**src/include/pfrc_pkg.sv**
```systemverilog
// Package of constants for the parity and reference clock control block
package pfrc_pkg;
    // Three-level select codes
    localparam logic [1:0] SEL_LOW  = 2'h0;
    localparam logic [1:0] SEL_MID  = 2'h1;
    localparam logic [1:0] SEL_HIGH = 2'h2;

    // Channel and data widths
    localparam int NCH    = 2;
    localparam int CHAR_W = 8;
    localparam int TCTL_W = 2;
    localparam int STAT_W = 3;
    localparam int RAW_W  = 10;
    localparam int WORD_W = 11;
    localparam int MEM_W  = 12;
    localparam int FRM_B  = 11;

    // Elasticity buffer geometry and fill marks
    localparam int         EB_AW      = 3;
    localparam int         EB_DEPTH   = 8;
    localparam int         PTR_W      = 4;
    localparam logic [3:0] EB_LOW_MK  = 4'h2;
    localparam logic [3:0] EB_HIGH_MK = 4'h6;

    // Inserted framing character in decoded and raw form
    localparam logic [7:0] K285_CHAR = 8'hBC;
    localparam logic [2:0] K285_STAT = 3'h1;
    localparam logic [9:0] K285_RAW  = 10'h0FA;

    // Register byte addresses
    localparam int         ADR_W    = 8;
    localparam logic [7:0] ADR_CTRL = 8'h00;
    localparam logic [7:0] ADR_STAT = 8'h04;
    localparam logic [7:0] ADR_MASK = 8'h08;
    localparam logic [7:0] ADR_STATE = 8'h0C;

    // Control register fields
    localparam int          CTRL_W   = 13;
    localparam int          F_PAR    = 0;
    localparam int          F_TXOP   = 2;
    localparam int          F_DEC    = 4;
    localparam int          F_RATE   = 6;
    localparam int          F_TXCK   = 8;
    localparam int          F_RXCK   = 10;
    localparam int          F_TX_REF_RATE_SEL = 12;
    localparam logic [12:0] CTRL_RST = 13'h0094;

    // Status and mask fields
    localparam int         ST_W    = 7;
    localparam int         ST_TXPE = 0;
    localparam int         ST_INS  = 2;
    localparam int         ST_DEL  = 4;
    localparam int         ST_CFG  = 6;
    localparam logic [6:0] ST_RST  = 7'h00;

    // State register fields and PLL range codes
    localparam int         S_FILL  = 0;
    localparam int         S_PLL   = 8;
    localparam logic [2:0] PLL_LO  = 3'h1;
    localparam logic [2:0] PLL_MID = 3'h2;
    localparam logic [2:0] PLL_HI  = 3'h4;
endpackage : pfrc_pkg

```
**src/design/pfrc_ebuf_mem.sv**
```systemverilog
// Elasticity buffer storage with registered read data
`timescale 1ns/1ps
module pfrc_ebuf_mem
    import pfrc_pkg::*;
(
    input  wire logic             clk,
    input  wire logic             rst_n,
    input  wire logic             wr_en,
    input  wire logic [EB_AW-1:0] wr_addr,
    input  wire logic [MEM_W-1:0] wr_data,
    input  wire logic             rd_en,
    input  wire logic [EB_AW-1:0] rd_addr,
    output logic      [MEM_W-1:0] rd_data
);
    logic [MEM_W-1:0] mem_r [EB_DEPTH];

    // Write port, no reset on the array
    always_ff @(posedge clk) begin
        if (wr_en) begin
            mem_r[wr_addr] <= wr_data;
        end
    end

    // Read port, data valid the cycle after rd_en
    always_ff @(posedge clk or negedge rst_n) begin
        if (!rst_n) begin
            rd_data <= '0;
        end else if (rd_en) begin
            rd_data <= mem_r[rd_addr];
        end
    end
endmodule : pfrc_ebuf_mem

```
**src/design/pfrc_top.sv**
```systemverilog
// Parity check/generate, reference clock selection and elasticity buffer control
`timescale 1ns/1ps
module pfrc_top
    import pfrc_pkg::*;
(
    input  wire logic                   REF_CLK,
    input  wire logic                   RESET_N,
    input  wire logic                   WB_CYC_I,
    input  wire logic                   WB_STB_I,
    input  wire logic                   WB_WE_I,
    input  wire logic [ADR_W-1:0]       WB_ADR_I,
    input  wire logic [3:0]             WB_SEL_I,
    input  wire logic [31:0]            WB_DAT_I,
    output logic      [31:0]            WB_DAT_O,
    output logic                        WB_ACK_O,
    output logic                        IRQ,
    input  wire logic [NCH*CHAR_W-1:0]  TX_CHAR_IN,
    input  wire logic [NCH*TCTL_W-1:0]  TX_CTRL_IN,
    input  wire logic [NCH-1:0]         TX_PARITY_IN,
    input  wire logic [NCH-1:0]         TX_VALID_IN,
    output logic      [NCH*RAW_W-1:0]   TX_WORD_OUT,
    output logic      [NCH-1:0]         TX_VALID_OUT,
    output logic      [NCH-1:0]         TX_PARITY_ERR,
    input  wire logic [NCH*WORD_W-1:0]  RX_IN_WORD,
    input  wire logic [NCH-1:0]         RX_IN_FRAMING,
    input  wire logic [NCH-1:0]         RX_IN_VALID,
    output logic      [NCH*CHAR_W-1:0]  RX_CHAR_OUT,
    output logic      [NCH*STAT_W-1:0]  RX_STATUS_OUT,
    output logic      [NCH-1:0]         RX_VALID_OUT,
    output logic      [NCH-1:0]         RX_PARITY_OUT,
    output logic      [NCH-1:0]         RX_PARITY_OE,
    output logic                        DELAYED_REF_CLOCK_OUT,
    output logic                        DELAYED_REF_CLOCK_OE,
    output logic      [2:0]             PLL_RANGE_OUT
);
    // Register state
    logic [CTRL_W-1:0] ctrl_r;
    logic [CTRL_W-1:0] ctrl_nxt;
    logic [ST_W-1:0]   status_r;
    logic [ST_W-1:0]   status_nxt;
    logic [ST_W-1:0]   mask_r;
    logic [ST_W-1:0]   mask_nxt;
    logic              ack_r;
    logic [31:0]       dat_r;
    logic [2:0]        pll_r;

    // Decoded select fields
    wire [1:0] parity_control_sel  = ctrl_r[F_PAR +: 2];
    wire [1:0] tx_operating_sel    = ctrl_r[F_TXOP +: 2];
    wire [1:0] decoder_sel         = ctrl_r[F_DEC +: 2];
    wire [1:0] line_rate_range_sel = ctrl_r[F_RATE +: 2];
    wire [1:0] tx_clock_source_sel = ctrl_r[F_TXCK +: 2];
    wire [1:0] rx_clock_source_sel = ctrl_r[F_RXCK +: 2];
    wire       tx_ref_rate_sel     = ctrl_r[F_TX_REF_RATE_SEL];

    // Mode terms shared by all channels
    wire par_on     = (parity_control_sel != SEL_LOW);
    wire codec_off  = (tx_operating_sel == SEL_LOW) && (decoder_sel == SEL_LOW);
    wire cover_ctl  = (parity_control_sel == SEL_HIGH)
                    || ((parity_control_sel == SEL_MID) && codec_off);
    wire cover_st2  = (parity_control_sel == SEL_HIGH);
    wire tx_ref_clk = (tx_clock_source_sel == SEL_LOW);
    wire buf_on     = (rx_clock_source_sel == SEL_LOW);
    wire dec_byp    = (decoder_sel == SEL_LOW);

    // Per-channel event vectors
    logic [NCH-1:0]       ins_ev;
    logic [NCH-1:0]       del_ev;
    logic [NCH*PTR_W-1:0] fill_all;

    // Wishbone decode and byte lane mask
    wire        wb_req   = WB_CYC_I && WB_STB_I;
    wire        wr_fire  = wb_req && WB_WE_I && ack_r;
    wire        hit_ctrl = (WB_ADR_I == ADR_CTRL);
    wire        hit_stat = (WB_ADR_I == ADR_STAT);
    wire        hit_mask = (WB_ADR_I == ADR_MASK);
    wire        hit_st   = (WB_ADR_I == ADR_STATE);
    wire [31:0] wmask    = {{8{WB_SEL_I[3]}}, {8{WB_SEL_I[2]}},
                            {8{WB_SEL_I[1]}}, {8{WB_SEL_I[0]}}};
    wire [31:0] wdat_m   = WB_DAT_I & wmask;

    // Read data selection, unmapped addresses read zero
    wire [31:0] state_word = {21'h000000, pll_r, fill_all};
    wire [31:0] rd_mux = hit_ctrl ? {19'h00000, ctrl_r}
                       : hit_stat ? {25'h0000000, status_r}
                       : hit_mask ? {25'h0000000, mask_r}
                       : hit_st   ? state_word
                       : 32'h00000000;

    // Invalid half-rate selection is flagged as a status event
    wire cfg_ev = (line_rate_range_sel == SEL_LOW) && tx_ref_rate_sel;

    // Event sources gathered in status layout
    wire [ST_W-1:0] events = {cfg_ev, del_ev, ins_ev, TX_PARITY_ERR};
    wire [ST_W-1:0] w1c    = (wr_fire && hit_stat) ? wdat_m[ST_W-1:0] : '0;

    // Next values; a new event wins over a clear in the same cycle
    always_comb begin
        ctrl_nxt   = ctrl_r;
        mask_nxt   = mask_r;
        status_nxt = (status_r & ~w1c) | events;
        if (wr_fire && hit_ctrl) begin
            ctrl_nxt = (ctrl_r & ~wmask[CTRL_W-1:0]) | wdat_m[CTRL_W-1:0];
        end
        if (wr_fire && hit_mask) begin
            mask_nxt = (mask_r & ~wmask[ST_W-1:0]) | wdat_m[ST_W-1:0];
        end
    end

    // Bus slave handshake and register update
    always_ff @(posedge REF_CLK or negedge RESET_N) begin
        if (!RESET_N) begin
            ack_r    <= 1'b0;
            dat_r    <= 32'h00000000;
            ctrl_r   <= CTRL_RST;
            status_r <= ST_RST;
            mask_r   <= ST_RST;
        end else begin
            ack_r    <= wb_req && !ack_r;
            if (wb_req && !ack_r) begin
                dat_r <= rd_mux;
            end
            ctrl_r   <= ctrl_nxt;
            status_r <= status_nxt;
            mask_r   <= mask_nxt;
        end
    end

    // PLL range follows the line rate select
    always_ff @(posedge REF_CLK or negedge RESET_N) begin
        if (!RESET_N) begin
            pll_r <= PLL_HI;
        end else begin
            case (line_rate_range_sel)
                SEL_LOW: pll_r <= PLL_LO;
                SEL_MID: pll_r <= PLL_MID;
                default: pll_r <= PLL_HI;
            endcase
        end
    end

    // Bus and system outputs
    assign WB_ACK_O              = ack_r;
    assign WB_DAT_O              = dat_r;
    assign IRQ                   = |(status_r & mask_r);
    assign PLL_RANGE_OUT         = pll_r;
    assign DELAYED_REF_CLOCK_OUT = REF_CLK & buf_on;
    assign DELAYED_REF_CLOCK_OE  = buf_on;

    genvar c;
    generate
        for (c = 0; c < NCH; c++) begin : g_ch
            // Transmit path
            logic [RAW_W-1:0] tx_word_r;
            logic             tx_vld_r;
            logic             tx_perr_r;
            wire  [CHAR_W-1:0] tx_ch  = TX_CHAR_IN[c*CHAR_W +: CHAR_W];
            wire  [TCTL_W-1:0] tx_ct  = TX_CTRL_IN[c*TCTL_W +: TCTL_W];
            wire               tx_go  = TX_VALID_IN[c] && tx_ref_clk;
            wire  [TCTL_W-1:0] ct_cov = tx_ct & {TCTL_W{cover_ctl}};
            wire               tx_odd = ^{tx_ch, ct_cov, TX_PARITY_IN[c]};

            // Capture transmit data and flag parity violations
            always_ff @(posedge REF_CLK or negedge RESET_N) begin
                if (!RESET_N) begin
                    tx_word_r <= '0;
                    tx_vld_r  <= 1'b0;
                    tx_perr_r <= 1'b0;
                end else begin
                    tx_vld_r  <= tx_go;
                    tx_perr_r <= tx_go && par_on && !tx_odd;
                    if (tx_go) begin
                        tx_word_r <= {tx_ct, tx_ch};
                    end
                end
            end

            assign TX_WORD_OUT[c*RAW_W +: RAW_W] = tx_word_r;
            assign TX_VALID_OUT[c]               = tx_vld_r;
            assign TX_PARITY_ERR[c]              = tx_perr_r;

            // Elasticity buffer pointers and flow
            logic [PTR_W-1:0]  wr_ptr_r;
            logic [PTR_W-1:0]  rd_ptr_r;
            logic              rd_vld_r;
            logic              ins_r;
            logic [MEM_W-1:0]  rd_data;
            wire  [PTR_W-1:0]  fill    = wr_ptr_r - rd_ptr_r;
            wire  [WORD_W-1:0] in_word = RX_IN_WORD[c*WORD_W +: WORD_W];
            wire               drop    = RX_IN_FRAMING[c] && (fill >= EB_HIGH_MK);
            wire               wr_en   = buf_on && RX_IN_VALID[c] && !drop;
            wire               frm_now = rd_vld_r && rd_data[FRM_B];
            wire               ins     = buf_on && (fill < EB_LOW_MK) && frm_now;
            wire               rd_en   = buf_on && !ins && (fill != '0);

            assign ins_ev[c] = ins;
            assign del_ev[c] = buf_on && RX_IN_VALID[c] && drop;
            assign fill_all[c*PTR_W +: PTR_W] = fill;

            // Pointer update; both collapse to zero while the buffer is off
            always_ff @(posedge REF_CLK or negedge RESET_N) begin
                if (!RESET_N) begin
                    wr_ptr_r <= '0;
                    rd_ptr_r <= '0;
                    rd_vld_r <= 1'b0;
                    ins_r    <= 1'b0;
                end else if (!buf_on) begin
                    wr_ptr_r <= '0;
                    rd_ptr_r <= '0;
                    rd_vld_r <= 1'b0;
                    ins_r    <= 1'b0;
                end else begin
                    wr_ptr_r <= wr_ptr_r + (wr_en ? 4'h1 : 4'h0);
                    rd_ptr_r <= rd_ptr_r + (rd_en ? 4'h1 : 4'h0);
                    rd_vld_r <= rd_en;
                    ins_r    <= ins;
                end
            end

            pfrc_ebuf_mem u_mem (
                .clk     (REF_CLK),
                .rst_n   (RESET_N),
                .wr_en   (wr_en),
                .wr_addr (wr_ptr_r[EB_AW-1:0]),
                .wr_data ({RX_IN_FRAMING[c], in_word}),
                .rd_en   (rd_en),
                .rd_addr (rd_ptr_r[EB_AW-1:0]),
                .rd_data (rd_data)
            );

            // Output source: buffer word, inserted K28.5, or direct input
            wire [WORD_W-1:0] k_word  = dec_byp ? {1'b0, K285_RAW}
                                                : {K285_STAT, K285_CHAR};
            wire [WORD_W-1:0] src     = !buf_on ? in_word
                                      : ins_r   ? k_word
                                      : rd_data[WORD_W-1:0];
            wire              src_vld = buf_on ? (rd_vld_r || ins_r) : RX_IN_VALID[c];
            wire [WORD_W-1:0] fmt     = dec_byp ? {1'b0, src[RAW_W-1:0]} : src;
            wire [STAT_W-1:0] st_cov  = {fmt[WORD_W-1] & cover_st2,
                                         fmt[CHAR_W +: 2] & {2{cover_ctl}}};
            wire              rx_par  = ~^{fmt[CHAR_W-1:0], st_cov};

            // Receive output register with parity
            logic [WORD_W-1:0] rx_out_r;
            logic              rx_vld_r;
            logic              rx_par_r;
            always_ff @(posedge REF_CLK or negedge RESET_N) begin
                if (!RESET_N) begin
                    rx_out_r <= '0;
                    rx_vld_r <= 1'b0;
                    rx_par_r <= 1'b0;
                end else begin
                    rx_vld_r <= src_vld;
                    if (src_vld) begin
                        rx_out_r <= fmt;
                        rx_par_r <= rx_par;
                    end
                end
            end

            assign RX_CHAR_OUT[c*CHAR_W +: CHAR_W]   = rx_out_r[CHAR_W-1:0];
            assign RX_STATUS_OUT[c*STAT_W +: STAT_W] = rx_out_r[WORD_W-1:CHAR_W];
            assign RX_VALID_OUT[c]                   = rx_vld_r;
            assign RX_PARITY_OUT[c]                  = rx_par_r;
            assign RX_PARITY_OE[c]                   = par_on;
        end
    endgenerate
endmodule : pfrc_top

```
**config.mk**
```make
export PLATFORM = sky130hd
export DESIGN_NAME = pfrc_top
export DESIGN_NICKNAME = d
export VERILOG_FILES = /design/src/include/pfrc_pkg.sv /design/src/design/pfrc_ebuf_mem.sv /design/src/design/pfrc_top.sv
export SDC_FILE = /design/constraint.sdc
export NUM_CORES = 1
export LEC_CHECK = 0
export ABC_AREA = 1
export BUFFER_PORTS_ARGS = -buffer_cell sky130_fd_sc_hd__buf_2
export CORE_MARGIN = 2
export CORE_UTILIZATION = 50
export CTS_CLUSTER_DIAMETER = 40
export DETAILED_ROUTE_END_ITERATION = 8
export HOLD_SLACK_MARGIN = 0.08
export PLACE_DENSITY = 0.7
export SETUP_SLACK_MARGIN = 0.5
export SYNTH_ARGS = -nofsm -noshare
export SYNTH_HDL_FRONTEND = slang
export SYNTH_SLANG_ARGS = --single-unit
```
**constraint.sdc**
```tcl
create_clock -name REF_CLK -period 3.3 [get_ports REF_CLK]
set_input_delay 0.825 -clock REF_CLK [delete_from_list [all_inputs] [get_ports REF_CLK]]
set_output_delay 0.825 -clock REF_CLK [all_outputs]
set_load 0.01 [all_outputs]
```
Word-level counts from Yosys, hierarchy flattened --
Memory sizes are Yosys's and may differ from the RTL's. A register that Yosys moved wholly into a read port is not among the register bits. Cells that the tools add are included.
Word-level totals: memories kept 2, bits of input ports 99, register bits 133, output and inout bits 91, bits in writable memories 192
Cells by class: muxes and demuxes 31, bitwise logic cells 18, reductions and logical operators 60, add/sub/neg operators 6, $lt $le $gt $ge 4, equal/unequal tests 6
Memory list:
- g_ch[0].u_mem.mem_r | depth 8, width 12, rd ports 1, clocked after memory_dff 1, wr ports 1, RTL line pfrc_ebuf_mem.sv:15 | logic [MEM_W-1:0] mem_r [EB_DEPTH];
- g_ch[1].u_mem.mem_r | depth 8, width 12, rd ports 1, clocked after memory_dff 1, wr ports 1, RTL line pfrc_ebuf_mem.sv:15
Operators with widths (number):
- two-way mux 11 bit | 9
- logical AND 1 bit | 34
- bitwise AND 13 bit | 2
- XNOR reduction 11 bit | 2
- XOR reduction 11 bit | 2
- bitwise AND 7 bit | 3
- adder 4 x 1 -> 4 bit | 4
- equality test 8 x 4 -> 1 bit (second input constant) | 2
- two-way mux 4 bit | 4
- two-way mux 1 bit | 14
- NOT 7 bit | 2
- bitwise OR 7 bit | 2
- two-way mux 13 bit | 1
- NOT 13 bit | 1
- bitwise OR 13 bit | 1
- zero test 2 bit | 5
- zero test 1 bit | 9
- two-way mux 9 bit | 1
- bitwise AND 2 bit | 4
- equality test 8 x 3 -> 1 bit (second input constant) | 1
- greater-or-equal comparator 4 x 3 -> 1 bit (second input constant) | 2
- zero test 8 bit | 1
- less-than comparator 4 x 2 -> 1 bit (second input constant) | 2
- nonzero test 4 bit | 2
- other kinds (9) | 15

Depth between registers and ports, before layout --
Gate-level depths: netlist of the first run.
depth after elaboration 10, gate-level depth with buffers 17, mapped depth without buffers 16

Modules after synthesis --
A second synthesis of the first run with hierarchy kept.
Unflattened totals: cell total of the unflattened synthesis 1724, area total of the unflattened synthesis 15482.3 µm²
Modules (own cells, without submodules):
- pfrc_ebuf_mem | cells an instance 436, area an instance 4538.1 µm², times used 2
- pfrc_top | cells an instance 852, area an instance 6406.1 µm², times used 1

==> flow_summary.ini, run 1 <==
[setup_path]
critical_path.startpoint_type = clock port
r2r_end = g_ch[0].u_mem.mem_r[1][8]
startpoint = REF_CLK
r2r-start = g_ch[0].wr_ptr_r[0]
cp.arrival_ns = 2.24
timing.critical_path.to = DELAYED_REF_CLOCK_OUT
cp_data_required_time_ns = 2.47
cp_slowest_cell = clkbuf_16
crit_chain = clkbuf_16 -> clkbuf_16 -> clkbuf_16 -> clkinv_4 -> nor2_4 -> buf_6
worstPathMaxFanout = 2
r2r_setup_slack_ns = 0.68
criticalPathCategory = clk -> out
max_stage_delay_ns = 0.14
rr_worst_depth = 11
crit_path_end_kind = primary output
crit_top_cell = clkbuf_16

[global_route]
antenna_found_initial = 0
grt_pass1_wl_um = 54300
grt_pass1_vias = 10500
grt-ovfl-total = 0
grt_max_degree = 78
grt_usage = 0.224

[synthesis]
synth_top_family_by_area = simple AND/OR/NAND/NOR gates
synthMuxAreaShare = 0.000756
synth_area_leaders = edfxtp_1, dfrtp_1, nand2_1, nor2_1, o21ai_0
synth_fa_ha_area_frac = 0.0144
synth_compound_area_frac = 0.0841
synth_xor_area_frac = 0.0141
yosysTopAreaCellShare = 0.387
post-synth-top-count-cell = nand2_1
ys_warn_count = 0
synth-edff-count = 192
ys_ff_latch = 330
synth.cell_area_sq_um = 14900
syn_area_per_cell_sq_um = 9.56
async_reset_ff_frac = 0.418
synthSimpleGateAreaFrac = 0.200
yosys-top-cells-count = nand2_1, edfxtp_1, nor2_1, dfrtp_1, inv_1
synthCells = 1559
yosysUniqueCellTypes = 43
seq_area_frac_synth = 0.619
netlist.top_cell.by_area = edfxtp_1
ys.flop_type = edfxtp_1

[routing]
vias = 11200
drt-vias-per-instance = 5.17
detail_route.wl_per_cell_um = 16.4
routed_wl_um = 35400
drcViolationCount = 0
detail-route-antenna-nets = 0
drt_pre_antenna_iters = 7
drt-initial-drc-count = 856

[status]
outcome = finished, final reports clean

[sta]
hold_viol_final = 0
tns_ns = 0
setup_slack_ns = 0.234
slew_headroom = 0.522
rsz0062_at_grt = yes
finalClockSkew_ns = 0.238
worst_slew_pin_slew_ns = 0.718
finalSetupViolCount = 0
slew_violations = 0

[final_layout]
drive_gt1_frac = 0.182
fin_nets = 1851
fillers = 2483
diodes = 0
syn2layout_area_growth_pct = 17.5

[run]
cap_violations = 0

[place]
gp_congestion = 0.829
io_buffers = 149
dp_slack_ns = 0.604
dp_hpwl_um = 23500

[die]
fp-row-count = 63
die_h_um = 177
core_sq_um = 29500
die-area_sq_um = 31200
initial_utilization = 0.505
io_pins = 190
die_w_um = 177

[worst_hold_path]
min-delay-path-class = in -> async

[clocking]
clock_latency_ns = 0.73
cts_root_buffer = clkbuf_16
clk_path_buf_depth = 3
cts_tree = yes
clk_pin_slew_ns = 0.06
postCtsHoldBufs = 0
h-tree-depth = 2
numCtsBuffers = 40

[power]
powerDensity_nw_per_um2 = 531
ir_drop_uv = 463
p_leak_nw = 7.78
==> logic make-up (layout without fill, tap and decap cells) <==
| kind of cell | count (synthesis) | after routing |
|---|---|---|
| other | 1 | 19 |
| buffers and inverters | 219 | 409 |
| muxes | 1 | 1 |
| adders and majority gates | 16 | 16 |
| and+or+nand+nor | 744 | 745 |
| AOI/OAI and AO/OA | 224 | 224 |
| xor gates and xnor gates | 24 | 24 |
| DFF | 330 | 330 |
==> state kept, by name, indices dropped and copies added, names as in the netlist, 2 cells and up, named ones only <==
register	count
g_ch.rx_out_r	22
PLL_RANGE_OUT	3
g_ch.tx_vld_r	2
g_ch.rd_vld_r	2
WB_DAT_O	13
g_ch.rx_par_r	2
g_ch.rx_vld_r	2
g_ch.rd_ptr_r	8
g_ch.u_mem.mem_r	192
status_r	7
g_ch.wr_ptr_r	8
g_ch.tx_word_r	20
g_ch.u_mem.rd_data	24
g_ch.ins_r	2
g_ch.tx_perr_r	2
==> area by class of cell <==
type	instances	area [sq um]	share of cell area
timing repair buffer	199	1170	0.0666
sequential	330	9220	0.527
clock buffer	53	1110	0.0634
tap	390	488	0.0279
inverter	131	502	0.0287
multi-input combinational	1029	4790	0.274
clock inverter	26	230	0.0131
==> routing by layer <==
metal / GRT usage / part of all wire / vias up / wire length, um
met1: 0.300 / 0.43 / 5261 / 15100
li1: - / - / 5443 / -
met3: 0.0348 / 0.061 / 84 / 2160
met4: 0.0851 / 0.032 / 0 / 1140
met5: 0 / 0 / - / 0
met2: 0.369 / 0.48 / 374 / 17000
==> stage by stage <==
step	instance area (sq um)	hold slack [ns]	total power [mW]	cells	util
floorplan	15000	0.435	4.82	1577	-
global placement	16000	0.390	5.03	2067	0.543
detailed placement	16000	0.392	5.05	2067	0.543
CTS	17300	0.149	9.35	2144	0.588
global route	17500	0.188	9.59	2158	0.594
finish	17500	0.153	9.30	2158	0.594
==> critical path, delay by kind of cell <==
kind / cells / cell delay [ns]
and+or+nand+nor: 1 / 0.03
buffers and inverters: 5 / 0.57
==> power breakdown <==
part | internal, mW | total (mW) | switching [mW]
Clock | 2.56 | 4.34 | 1.78
Sequential | 4.44 | 4.48 | 0.0406
Combinational | 0.163 | 0.476 | 0.312
==> what timing repair did <==
item	4_1_cts	5_1_grt
gates resized for setup	5	18
setup buffers	3	13
pin swaps	1	3
cloned	0	1
endpoints found under the setup margin	2	13
==> worst min-delay path by stage <==
stage                      start             endpoint  slack, ns  depth (start not counted)
5_1_grt                  RESET_N  g_ch[1].wr_ptr_r[1]       0.19                          1
2_1_floorplan  g_ch[0].tx_perr_r          status_r[0]       0.43                          2
3_5_place_dp            register     PLL_RANGE_OUT[2]       0.39                          0
4_1_cts                  RESET_N     g_ch[1].rd_vld_r       0.15                          1
6_report                 RESET_N  g_ch[1].wr_ptr_r[1]       0.15                          1
3_3_place_gp            register     PLL_RANGE_OUT[2]       0.39                          0
==> layout by cell type (no fill, tap or decap), types with 29 or more instances in the layout <==
cell / n
a21oi_1: 29
buf_2: 147
buf_4: 49
clkbuf_16: 41
dfrtp_1: 134
edfxtp_1: 192
inv_1: 118
nand2_1: 490
nand3_1: 53
nor2_1: 168
o21ai_0: 107
o21ai_1: 34
No activity file was read; power rests on OpenSTA's default activity.
==> inputs of run 2 (changes only) <==
--- a/constraint.sdc
+++ b/constraint.sdc
@@ -3,2 +3,2 @@
 set_output_delay 0.825 -clock REF_CLK [all_outputs]
-set_load 0.01 [all_outputs]
+set_load 0.02 [all_outputs]
==> run 2 against run 1 <==
  * Die area did not move
  * Routed wire length did not move
  * Clock-buffer cell count did not move
  * Clock power barely moved
  * Hold slack barely moved
  * Sequential share of layout area barely moved
  * Critical path type unchanged
  * Largest cell class unchanged
==> flow_summary.ini, run 2 (synthesis gave the netlist of run 1 again) <==
[status]
outcome = finished, final reports clean

[routing]
drt-vias-per-instance = 5.17
routed_wl_um = 35400
drcViolationCount = 0
detail_route.wl_per_cell_um = 16.4
vias = 11200
detail-route-antenna-nets = 0
drt_pre_antenna_iters = 7
drt-initial-drc-count = 835

[die]
fp-row-count = 63
io_pins = 190
core_sq_um = 29500
initial_utilization = 0.505
die_h_um = 177
die-area_sq_um = 31200
die_w_um = 177

[sta]
worst_slew_pin_slew_ns = 0.715
hold_viol_final = 0
slew_headroom = 0.523
rsz0062_at_grt = yes
tns_ns = 0
finalClockSkew_ns = 0.235
finalSetupViolCount = 0
slew_violations = 0
setup_slack_ns = 0.222

[final_layout]
fillers = 2482
fin_nets = 1851
drive_gt1_frac = 0.183
largest_registers = g_ch.u_mem.mem_r x192, g_ch.u_mem.rd_data x24, g_ch.rx_out_r x22
regMostFlops = g_ch.u_mem.mem_r
final_common_cell = nand2_1
final_cell_mix = nand2_1, edfxtp_1, nor2_1, buf_2, dfrtp_1
syn2layout_area_growth_pct = 17.6
stdcell_count = 2158
final_core_util = 0.594
largest_reg_flops = 192
diodes = 0

[place]
placed_cells = 2067
dp_hpwl_um = 23500
gp_congestion = 0.829
dp_slack_ns = 0.598
io_buffers = 149

[clocking]
cts_root_buffer = clkbuf_16
clk_pin_slew_ns = 0.06
cts_tree = yes
numCtsBuffers = 40
clock_latency_ns = 0.73
h-tree-depth = 2
postCtsHoldBufs = 0
clk_path_buf_depth = 3

[setup_path]
cp_data_required_time_ns = 2.47
crit_path_end_kind = primary output
worstPathMaxFanout = 2
cp.arrival_ns = 2.25
critical_path.startpoint_type = clock port
criticalPathCategory = clk -> out

[power]
clockPowerShare = 0.463
p_switching_mw = 2.19
p_leak_nw = 7.78
powerDensity_nw_per_um2 = 535
internal-power_mw = 7.17
ir_drop_uv = 463
p_seq_frac = 0.479
fin_total_pwr_mw = 9.36
p_sw_frac = 0.234
comb_power_share = 0.058

[worst_hold_path]
min-delay-path-class = in -> async

[global_route]
grt_max_degree = 78
grt_pass1_wl_um = 54300
grt_usage = 0.224
grt-ovfl-total = 0
antenna_found_initial = 0
grt_pass1_vias = 10500

[run]
cap_violations = 0
-- run 2: worst paths after layout --
| check | startpoint | end | slack (ns) | cells after the start |
|---|---|---|---|---|
| setup reg to reg | g_ch[0].wr_ptr_r[0] | g_ch[0].u_mem.mem_r[1][8] | 0.68 | 11 |
| hold / removal | RESET_N | g_ch[1].wr_ptr_r[1] | 0.15 | 1 |
| setup / recovery | REF_CLK | DELAYED_REF_CLOCK_OUT | 0.22 | 6 |
| max in group asynchronous | RESET_N | asynchronous set/reset pin | 2.34 | 2 |
| hold reg to reg | register | PLL_RANGE_OUT[2] | 0.40 | 0 |
| min in group REF_CLK | TX_CTRL_IN[2] | g_ch[1].tx_word_r[8] | 0.36 | 3 |
-- run 2: critical path, cell delays in order --
cell	delay, ns
clkbuf_16	0.13
clkbuf_16	0.14
clkbuf_16	0.14
clkinv_4	0.04
nor2_4	0.03
buf_6	0.13
-- run 2: per-stage QoR --
stage,cell area [sq um],hold WS [ns]
floorplan,15000,0.435
global placement,16000,0.390
detailed placement,16000,0.392
CTS,17300,0.149
global route,17500,0.188
finish,17500,0.153
-- run 2: metal layers --
layer | up-vias | part of all wire | track usage
met3 | 83 | 0.053 | 0.0348
met4 | 0 | 0.032 | 0.0851
met2 | 331 | 0.48 | 0.369
met5 | - | 0 | 0
li1 | 5442 | - | -
met1 | 5296 | 0.43 | 0.300
-- run 2: area by class of cell --
type	count	area, sq um	share of cell area
Sequential cell	330	9230	0.527
Multi-Input combinational cell	1029	4790	0.274
Timing Repair Buffer	199	1170	0.0666
Clock buffer	53	1110	0.0634
Inverter	131	502	0.0286
Tap cell	390	488	0.0279
Clock inverter	26	230	0.0131
-- run 2: repair_timing --
item / CTS / global route
setup endpoints to repair: 2 / 13
setup buffers: 3 / 13
pin swaps: 1 / 3
gates cloned: 0 / 1
resized for setup: 6 / 19
-- run 2: power groups by stage --
stage	clock network (mW)	registers (mW)	logic [mW]
6_report	4.34	4.48	0.540
3_5_place_dp	0.00452	4.57	0.542
2_1_floorplan	0.00452	4.64	0.236
4_1_cts	4.38	4.49	0.544
3_3_place_gp	0.00452	4.56	0.530
5_1_grt	4.57	4.49	0.599
